File: config.mk
export PLATFORM = sky130hd
export DESIGN_NAME = ocint_top
export DESIGN_NICKNAME = d
export VERILOG_FILES = /design/src/ocint_pkg.sv /design/src/ocint_top.sv
export SDC_FILE = /design/constraint.sdc
export NUM_CORES = 1
export LEC_CHECK = 0
export BUFFER_PORTS_ARGS = -buffer_cell sky130_fd_sc_hd__buf_2
export CORE_MARGIN = 2
export CORE_UTILIZATION = 40
export CTS_BUF_LIST = sky130_fd_sc_hd__clkbuf_4 sky130_fd_sc_hd__clkbuf_8 sky130_fd_sc_hd__clkbuf_16
export DETAILED_ROUTE_END_ITERATION = 10
export HOLD_SLACK_MARGIN = 0.08
export SYNTH_ARGS = -nofsm -noshare
export SYNTH_HDL_FRONTEND = slang
export SYNTH_SLANG_ARGS = --single-unit
File: constraint.sdc
create_clock -name ref_clk -period 2.6 [get_ports ref_clk]
set_input_delay 0.52 -clock ref_clk [delete_from_list [all_inputs] [get_ports ref_clk]]
set_output_delay 0.52 -clock ref_clk [all_outputs]
set_load 0.02 [all_outputs]
File: src/ocint_pkg.sv
// Constants and carrier types of the online command interpreter
// Summary of operation
// - A frame is a one or two letter code followed by its parameters.
// - Command letters match regardless of upper or lower case.
// - Host and service serial ports are accepted the same way.
// - Most commands are answered; some only act inside the device.
// - Version query returns type, version, date lines prefixed by address.
// - Soft restart reinitialises all, then answers one start character.
// - Copy takes source then target digit: 0 current, 1 customer, 2 factory.
// - Copy is answered with a result code 0 to 9, 0 meaning success.
// - Broadcast forwards its attached command to every slave device.
// - Broadcast itself is never answered by the master.
`default_nettype none
package ocint_pkg;
  localparam logic [7:0] OCINT_CH_V = 8'h56;
  localparam logic [7:0] OCINT_CH_H = 8'h48;
  localparam logic [7:0] OCINT_CH_P = 8'h50;
  localparam logic [7:0] OCINT_CH_C = 8'h43;
  localparam logic [7:0] OCINT_CH_B = 8'h42;
  localparam logic [7:0] OCINT_CH_S = 8'h53;
  localparam logic [7:0] OCINT_CH_0 = 8'h30;
  localparam logic [7:0] OCINT_CH_2 = 8'h32;
  localparam logic [7:0] OCINT_CH_CR = 8'h0d;
  localparam logic [7:0] OCINT_CASE_MASK = 8'hdf;
  localparam logic [7:0] OCINT_LOWER_A = 8'h61;
  localparam logic [7:0] OCINT_LOWER_Z = 8'h7a;
  localparam logic [1:0] OCINT_NUM_SETS = 2'h3;
  localparam logic [3:0] OCINT_RES_OK = 4'h0;
  localparam logic [3:0] OCINT_RES_BAD_PARAM = 4'h6;
  localparam logic [3:0] OCINT_RES_BAD_TYPE = 4'h9;
  localparam int OCINT_VER_LEN = 33;
  // Version text; content arbitrary, three address-prefixed lines
  localparam logic [8*OCINT_VER_LEN-1:0] OCINT_VER_TEXT =
    {"00DEV TYPE1", OCINT_CH_CR, "00V 00.00", OCINT_CH_CR,
     "0000.00.00", OCINT_CH_CR};
  typedef struct packed {
    logic valid;
    logic [7:0] data;
  } ocint_char_t;
  typedef struct packed {
    logic [1:0] src;
    logic [1:0] dst;
  } ocint_copy_t;
endpackage : ocint_pkg
`default_nettype wire

File: src/ocint_top.sv
// Online command interpreter: parses frames and issues actions and answers
`default_nettype none
module ocint_top
  import ocint_pkg::*;
(
  input wire logic ref_clk,
  input wire logic rst_n,
  input wire ocint_char_t host_rx,
  input wire ocint_char_t svc_rx,
  input wire logic frame_end,
  output ocint_char_t tx_char,
  output ocint_char_t net_fwd,
  output logic copy_start,
  output ocint_copy_t copy_sel,
  output logic soft_restart,
  input wire logic copy_done,
  input wire logic [3:0] copy_result_code
);
  typedef enum {ST_CODE1, ST_CODE2, ST_PARAM1, ST_PARAM2, ST_COPY, ST_BCAST,
    ST_SKIP, ST_VER, ST_RES, ST_START} ocint_state_t;
  ocint_state_t state_reg, state_next;
  ocint_char_t tx_reg, tx_next, fwd_reg, fwd_next;
  logic start_reg, start_next, rst_req_reg, rst_req_next;
  ocint_copy_t sel_reg, sel_next;
  logic [5:0] idx_reg, idx_next;
  logic [3:0] res_reg, res_next;
  logic src_bad_reg, src_bad_next;
  ocint_char_t in_c;
  logic [7:0] up;
  logic [1:0] dig;

  // Host has priority; both ports feed the same parser
  always_comb begin
    in_c = host_rx.valid ? host_rx : svc_rx;
    up = in_c.data;
    if (up >= OCINT_LOWER_A && up <= OCINT_LOWER_Z)
      up = up & OCINT_CASE_MASK;
    dig = in_c.data[1:0];
  end
  always_comb begin
    state_next = state_reg;
    tx_next = '0;
    fwd_next = '0;
    start_next = 1'b0;
    rst_req_next = 1'b0;
    sel_next = sel_reg;
    idx_next = idx_reg;
    res_next = res_reg;
    src_bad_next = src_bad_reg;
    case (state_reg)
      ST_CODE1: begin
        if (in_c.valid) begin
          case (up)
            OCINT_CH_V: begin
              idx_next = '0;
              state_next = ST_VER;
            end
            OCINT_CH_H: begin
              rst_req_next = 1'b1;
              state_next = ST_START;
            end
            OCINT_CH_P: state_next = ST_CODE2;
            OCINT_CH_B: state_next = ST_BCAST;
            OCINT_CH_0: state_next = ST_CODE1;
            default: state_next = ST_SKIP;
          endcase
        end
      end
      ST_CODE2: if (in_c.valid)
        state_next = (up == OCINT_CH_C) ? ST_PARAM1 : ST_SKIP;
      ST_PARAM1: if (in_c.valid) begin
        sel_next.src = dig;
        // Full range check; the two low bits alone would alias '4' to '0'
        src_bad_next = (in_c.data < OCINT_CH_0) || (in_c.data > OCINT_CH_2);
        state_next = ST_PARAM2;
      end
      ST_PARAM2: if (in_c.valid) begin
        sel_next.dst = dig;
        if (in_c.data < OCINT_CH_0 || in_c.data > OCINT_CH_2 ||
            src_bad_reg) begin
          res_next = OCINT_RES_BAD_PARAM;
          state_next = ST_RES;
        end else begin
          start_next = 1'b1;
          state_next = ST_COPY;
        end
      end
      ST_COPY: if (copy_done) begin
        res_next = (copy_result_code > OCINT_RES_BAD_TYPE) ?
          OCINT_RES_BAD_TYPE : copy_result_code;
        idx_next = '0;
        state_next = ST_RES;
      end
      ST_RES: begin
        // Answer is the copy result as one ASCII digit
        tx_next = '{valid: 1'b1, data: OCINT_CH_0 + {4'h0, res_reg}};
        state_next = ST_CODE1;
      end
      ST_BCAST: begin
        if (frame_end)
          state_next = ST_CODE1;
        else if (in_c.valid)
          fwd_next = in_c;
      end
      ST_SKIP: if (frame_end)
        state_next = ST_CODE1;
      ST_VER: begin
        tx_next.valid = 1'b1;
        tx_next.data = OCINT_VER_TEXT[8*(OCINT_VER_LEN-1-int'(idx_reg)) +: 8];
        idx_next = idx_reg + 6'h1;
        if (int'(idx_reg) == OCINT_VER_LEN - 1)
          state_next = ST_CODE1;
      end
      ST_START: begin
        tx_next = '{valid: 1'b1, data: OCINT_CH_S};
        // Back to power-on values so no stale selection survives
        sel_next = '0;
        res_next = OCINT_RES_OK;
        idx_next = '0;
        src_bad_next = 1'b0;
        state_next = ST_CODE1;
      end
      default: state_next = ST_CODE1;
    endcase
    // A copy completed by the last digit is not cut by a coinciding end
    if (frame_end && state_next inside {ST_CODE2, ST_PARAM1, ST_PARAM2})
      state_next = ST_CODE1;
  end
  always_ff @(posedge ref_clk or negedge rst_n) begin
    if (!rst_n) begin
      state_reg <= ST_CODE1;
      tx_reg <= '0;
      fwd_reg <= '0;
      start_reg <= 1'b0;
      rst_req_reg <= 1'b0;
      sel_reg <= '0;
      idx_reg <= '0;
      res_reg <= OCINT_RES_OK;
      src_bad_reg <= 1'b0;
    end else begin
      state_reg <= state_next;
      tx_reg <= tx_next;
      fwd_reg <= fwd_next;
      start_reg <= start_next;
      rst_req_reg <= rst_req_next;
      sel_reg <= sel_next;
      idx_reg <= idx_next;
      res_reg <= res_next;
      src_bad_reg <= src_bad_next;
    end
  end
  assign tx_char = tx_reg;
  assign net_fwd = fwd_reg;
  assign copy_start = start_reg;
  assign copy_sel = sel_reg;
  assign soft_restart = rst_req_reg;
endmodule : ocint_top
`default_nettype wire

==> flow_metrics.tcl, run 1 <==
set metrics [dict create \
    ant_nets 0 \
    synth_area_per_cell_um2 10.05 \
    start_kind "flip-flop" \
    endpoint "state_reg[1]" \
    die-height_um 96.68 \
    vdd_drop_max_v 0.0003462 \
    portBuffers 48 \
    antenna_found_initial 0 \
    drive_gt1_share_pct 22.53 \
    die_w_um 96.68 \
    syn2layout_area_growth_pct 20.79 \
    cts_max_level 3 \
    cts_tree "built" \
    post-route-drc-count 0 \
    rr_endpoint "state_reg[1]" \
    largest_reg_flops 32 \
    dp.cells 524 \
    ys_types 68 \
    grt_pass1_vias 2699 \
    power.density_nw_per_um2 521.2 \
    avgViaCountPerCell 5.350 \
    hold_viol_final 0 \
    netlist_area_um2 3436 \
    grt_first_pass_wirelength_mm 13.32 \
    worst_pin_slew_ns 0.5828 \
    cts_setup_buffers 0 \
    final_common_cell "dfrtp_1" \
    cap_violations 0 \
    synth_flop_cell "dfrtp_1" \
    coreArea_um2 8258 \
    yosysWarnings 0 \
    regArea_um2 1652 \
    p_leak_nw 1.906 \
    async_flop_share_pct 100.0 \
    cp_slowest_cell "or4b_4" \
    multiInputGateArea_um2 1697 \
    synth_top_area_share_pct 48.07 \
    stdcell_count 540 \
    start_util_pct 41.61 \
    root_buffer "clkbuf_8" \
    num_vias 2889 \
    slew_viol_final 0 \
    yosys-top-cells-area "dfrtp_1 (48%), nor2_1 (3.7%), mux2i_1 (3.5%), a21oi_1 (2.6%), o21ai_0 (2.3%)" \
    grt_remaining_overflow 0 \
    syn_inst 342 \
    rows 33 \
    yosys.area.top_type "dfrtp_1" \
    diodes 0 \
    cp.arrival_ns 2.62 \
    gp_congestion 0.9052 \
    setup_viol 0 \
    clk_pin_slew_worst_paths_ns 0.08 \
    place_hpwl_mm 5.855 \
    drt-initial-drc-count 204 \
    run_status "finished, final reports clean" \
    crit_cells 8 \
    period_needed_ns 2.417 \
    ys_ff_latch 66 \
    dieArea_um2 9347 \
    fin_crit_sh_pct 92.95 \
    cts_resized 0 \
    fmax_mhz 413.8 \
    clock-sinks 66 \
    max-slew-margin-rel_pct 61.14 \
    critPathBufInv 1 \
    worst-path-max-fanout 4 \
    max_stage_delay_ns 0.50 \
    grt_max_degree 28 \
    r2r_setup_slack_ns 0.18 \
    tns_ns 0 \
    clock_path_buffers 2 \
    fill_cells 806 \
    routedWlPerCell_um 14.55 \
    drt-total-wl_mm 7.856 \
    synth-edff-count 0 \
    timing.rr.start "idx_reg[0]" \
    fin_nets 458 \
    grt_use_total_pct 17.52 \
    firstDrtPassIters 4 \
    hold_class "input port to async pin" \
    worstPathCellList "inv_1 > ha_1 > or4b_4 > o221ai_1 > a21oi_1 > o21bai_1 > a222oi_1 > a22oi_1" \
    ios 50 \
    ys_seq_area_share_pct 48.07 \
    clk_latency_ns 0.35 \
    timing.critical_path.required_ns 2.81 \
    layout.cells.most_common_list "dfrtp_1 (66), buf_2 (48), nor2_1 (34)" \
    skew_ns 0.006053 \
    crit_path_start "idx_reg[0]" \
    crit_path_end_kind "flip-flop" \
    critPathKind "flip-flop to flip-flop" \
    rsz0062_at_grt "false" \
    hold_buffers 0 \
    crit_family "compound AO/OA/AOI/OAI gates" \
    numCtsBuffers 9 \
    rr_worst_depth 8 \
]
-- cells in the mapped netlist (all sizes together) (3+ instances only) --
library cell / instances
a211o: 3
a21o: 5
a21oi: 18
a22o: 5
a22oi: 4
a31oi: 4
and3: 5
buf: 9
clkbuf: 9
dfrtp: 66
inv: 10
mux2i: 12
nand2: 20
nand2b: 4
nand3: 7
nand3b: 4
nand4: 5
nand4b: 3
nor2: 34
nor2b: 5
nor3: 11
nor3b: 5
nor4: 10
o21ai: 18
o22ai: 5
o31ai: 5
or2: 4
or4: 4
xnor2: 4
xor2: 6
-- worst register-to-register path: cells and delay by family, from the launching register on --
kind,cells,cell delay [ns]
flops,1,0.38
compound gates,5,1.07
fa+ha+maj,1,0.24
buf+inv,1,0.10
simple gates,1,0.50
-- layer usage --
metal	wire length (um)	track usage [%]	vias to the layer above
li1	-	-	1412
met1	3844	26.16	1372
met2	3430	24.84	95
met3	456	4.624	10
met4	123	5.525	0
met5	0	0	-
-- per-stage QoR --
step                      total power, mW  util (%)  instance area (um2)  setup WS, ns  hold WS (ns)
after global placement              1.189     47.42                 3916        0.1086        0.4967
after detailed placement            1.191     47.42                 3916       0.05129        0.4830
final                               2.163     50.26                 4150        0.1834        0.1669
after floorplan                     1.123         -                 3541        0.2385        0.2244
after global routing                2.267     50.26                 4150      0.009800        0.2074
after CTS                           2.197     50.21                 4146        0.1488        0.1749
-- power breakdown --
group          switching [mW]  internal [mW]
clock network           0.435          0.558
registers             0.00594           1.05
logic                  0.0714         0.0452
-- kinds of logic (layout without fill, tap and decap cells) --
logic type | after synthesis | count (layout) | synth area share [%]
flops | 66 | 66 | 48.07
other cells | 1 | 29 | 0.1091
mux | 14 | 14 | 4.152
fa+ha+maj | 2 | 2 | 0.7282
xor+xnor | 10 | 10 | 2.549
compound gates | 90 | 90 | 17.92
simple gates | 130 | 130 | 20.76
buf+inv | 29 | 94 | 5.717
-- layout make-up --
class	instances	share of cell area (%)
clock inverter	7	2.563
sequential	66	39.79
tap	105	3.166
timing repair buffer	68	9.708
clock buffer	9	2.985
inverter	10	0.9044
multi-input combinational	275	40.88
-- worst min-delay path by stage --
stage | startpoint | endpoint | cells after the start
final | rst_n | state_reg[25] | 1
after global routing | rst_n | state_reg[30] | 1
after CTS | rst_n | state_reg[25] | 1
after detailed placement | copy_sel[1] | copy_sel[1] | 1
after global placement | res_reg[2] | tx_char[2] | 1
after floorplan | rst_n | copy_sel[0] | 0
Power figures use the tool's default switching activity.
==> run 2, diff against run 1 <==
Clock period 2.6 ns to 2.14 ns, I/O delays scaled along.
==> flow_metrics.tcl, run 2 (same netlist as run 1, synthesis figures left out) <==
set metrics [dict create \
    power.density_nw_per_um2 525.8 \
    firstDrtPassIters 4 \
    worstPathCellList "inv_2 > ha_4 > or4b_4 > o221ai_2 > a21oi_2 > o21bai_4 > a222oi_1 > a22oi_1" \
    crit_family "compound AO/OA/AOI/OAI gates" \
    numCtsBuffers 9 \
    rows 33 \
    clock_path_buffers 2 \
    timing.rr.start "idx_reg[1]" \
    layout.cells.most_common_list "buf_4 (78), dfrtp_1 (66), buf_2 (48)" \
    finalPower_mw 2.509 \
    vdd_drop_max_v 0.0003302 \
    largest_reg_flops 32 \
    grt_first_pass_wirelength_mm 14.55 \
    post-route-drc-count 0 \
    fin_crit_sh_pct 105.5 \
    fin_area_um2 4772 \
    violations "setup timing" \
    critPathKind "flip-flop to flip-flop" \
    post_dp_cell_area_um2 4385 \
    cp_slowest_cell "or4b_4" \
    hold_class "input port to flip-flop" \
    die_w_um 96.68 \
    gp_congestion 0.8910 \
    ant_nets 0 \
    num_vias 3093 \
    cap_violations 0 \
    antenna_found_initial 0 \
    diodes 0 \
    start_util_pct 41.61 \
    hold_path_depth 3 \
    drt-initial-drc-count 167 \
    fmax_mhz 442.8 \
    start_kind "flip-flop" \
    preCtsSetupSlack_ns -0.2378 \
    cts_tree "built" \
    clock-sinks 66 \
    critPathBufInv 1 \
    period_needed_ns 2.258 \
    fin_nets 521 \
    grt_util_met1_pct 27.18 \
    rsz0062_at_grt "true" \
    setup_viol 6 \
    portBuffers 48 \
    slew_viol_final 0 \
    coreArea_um2 8258 \
    rr_endpoint "state_reg[1]" \
    grt_use_total_pct 19.23 \
    grt_pass1_vias 2989 \
    worst_pin_slew_ns 0.5037 \
    min_from "copy_result_code[2]" \
    rr_worst_depth 8 \
    max-slew-margin-rel_pct 66.42 \
    place_hpwl_mm 6.407 \
    die-height_um 96.68 \
    p_leak_nw 2.230 \
    final_common_cell "buf_4" \
    syn2layout_area_growth_pct 38.89 \
    r2r_setup_slack_ns -0.12 \
    skew_ns 0.008379 \
    grt.met2_usage_pct 29.70 \
    timing.critical_path.required_ns 2.34 \
    met3_usage_pct 4.697 \
    avgViaCountPerCell 5.138 \
    grt_max_degree 48 \
    busiest_layer "met2" \
    clk_latency_ns 0.35 \
    ios 50 \
    drt-total-wl_mm 8.618 \
    run_status "complete, but fails checks" \
    cts_max_level 3 \
    routedWlPerCell_um 14.32 \
    dieArea_um2 9347 \
    drive_gt1_share_pct 37.42 \
    post-route-util_pct 57.79 \
    clk_pin_slew_worst_paths_ns 0.07 \
    crit_path_end_kind "flip-flop" \
    worst-path-max-fanout 3 \
    max_stage_delay_ns 0.48 \
    setup_slack_ns -0.1182 \
    root_buffer "clkbuf_8" \
    hold_viol_final 0 \
    grt_remaining_overflow 0 \
    holdPathEnd "res_reg[2]" \
    cp.arrival_ns 2.46 \
]
run 2: cell types whose count changed in the layout (fill, tap and decap cells not counted), moves of 3 or more:
cell / change
nor4_2: +6
buf_6: +3
nor2_1: -4
buf_4: +59
nor2_2: +4
nor4_1: -6
run 2: layout make-up:
| class | count | area, um2 |
|---|---|---|
| multi-input cells | 275 | 1861 |
| clock inverters | 5 | 63.81 |
| flip-flops and latches | 66 | 1652 |
| clock buffers | 10 | 137.6 |
| repair buffers | 131 | 889.6 |
| inverters | 10 | 37.54 |
| fillers | 745 | 3486 |
| well taps | 105 | 131.4 |
run 2: how the worst max path moves through the flow:
stage	end	startpoint	cells after the start	slack (ns)
2_1_floorplan	state_reg[1]	idx_reg[0]	9	-0.05
3_3_place_gp	idx_reg[5]	host_rx[8]	8	-0.26
3_5_place_dp	idx_reg[5]	host_rx[8]	8	-0.24
4_1_cts	state_reg[1]	idx_reg[1]	8	-0.09
5_1_grt	state_reg[1]	idx_reg[1]	8	-0.21
6_report	state_reg[1]	idx_reg[1]	8	-0.12
run 2: timing repair:
| item | CTS | global route |
|---|---|---|
| gates resized for setup | 13 | 18 |
| hold endpoints to repair | 19 | 0 |
| buffers inserted | 4 | 1 |
| setup endpoints to repair | 26 | 31 |
| hold buffers | 1 | 0 |
| pin swaps | 3 | 6 |
run 2: worst reg2reg max path, stage by stage (launching register included):
cell and delay [ns]:
dfrtp_1 0.40, inv_2 0.08, ha_4 0.13, or4b_4 0.48
o221ai_2 0.16, a21oi_2 0.09, o21bai_4 0.18, a222oi_1 0.42
a22oi_1 0.16
run 2: through the flow:
stage	std cells	setup TNS [ns]	hold WS, ns
6_report	602	-0.2760	0.3412
5_1_grt	602	-1.491	0.3572
4_1_cts	601	-0.2230	0.3278
3_5_place_dp	581	-2.428	0.4286
3_3_place_gp	581	-2.501	0.4346
2_1_floorplan	370	-0.09299	0.1324
run 2: report_power, final:
part / switching [mW] / internal (mW)
Clock: 0.490 / 0.571
Sequential: 0.0111 / 1.27
Combinational: 0.0913 / 0.0725
run 2: per-layer routing:
metal,up-vias,share of wire [%]
met3,6,4.2
met1,1469,49
li1,1548,-
met2,70,46
met4,0,0.81
met5,-,0
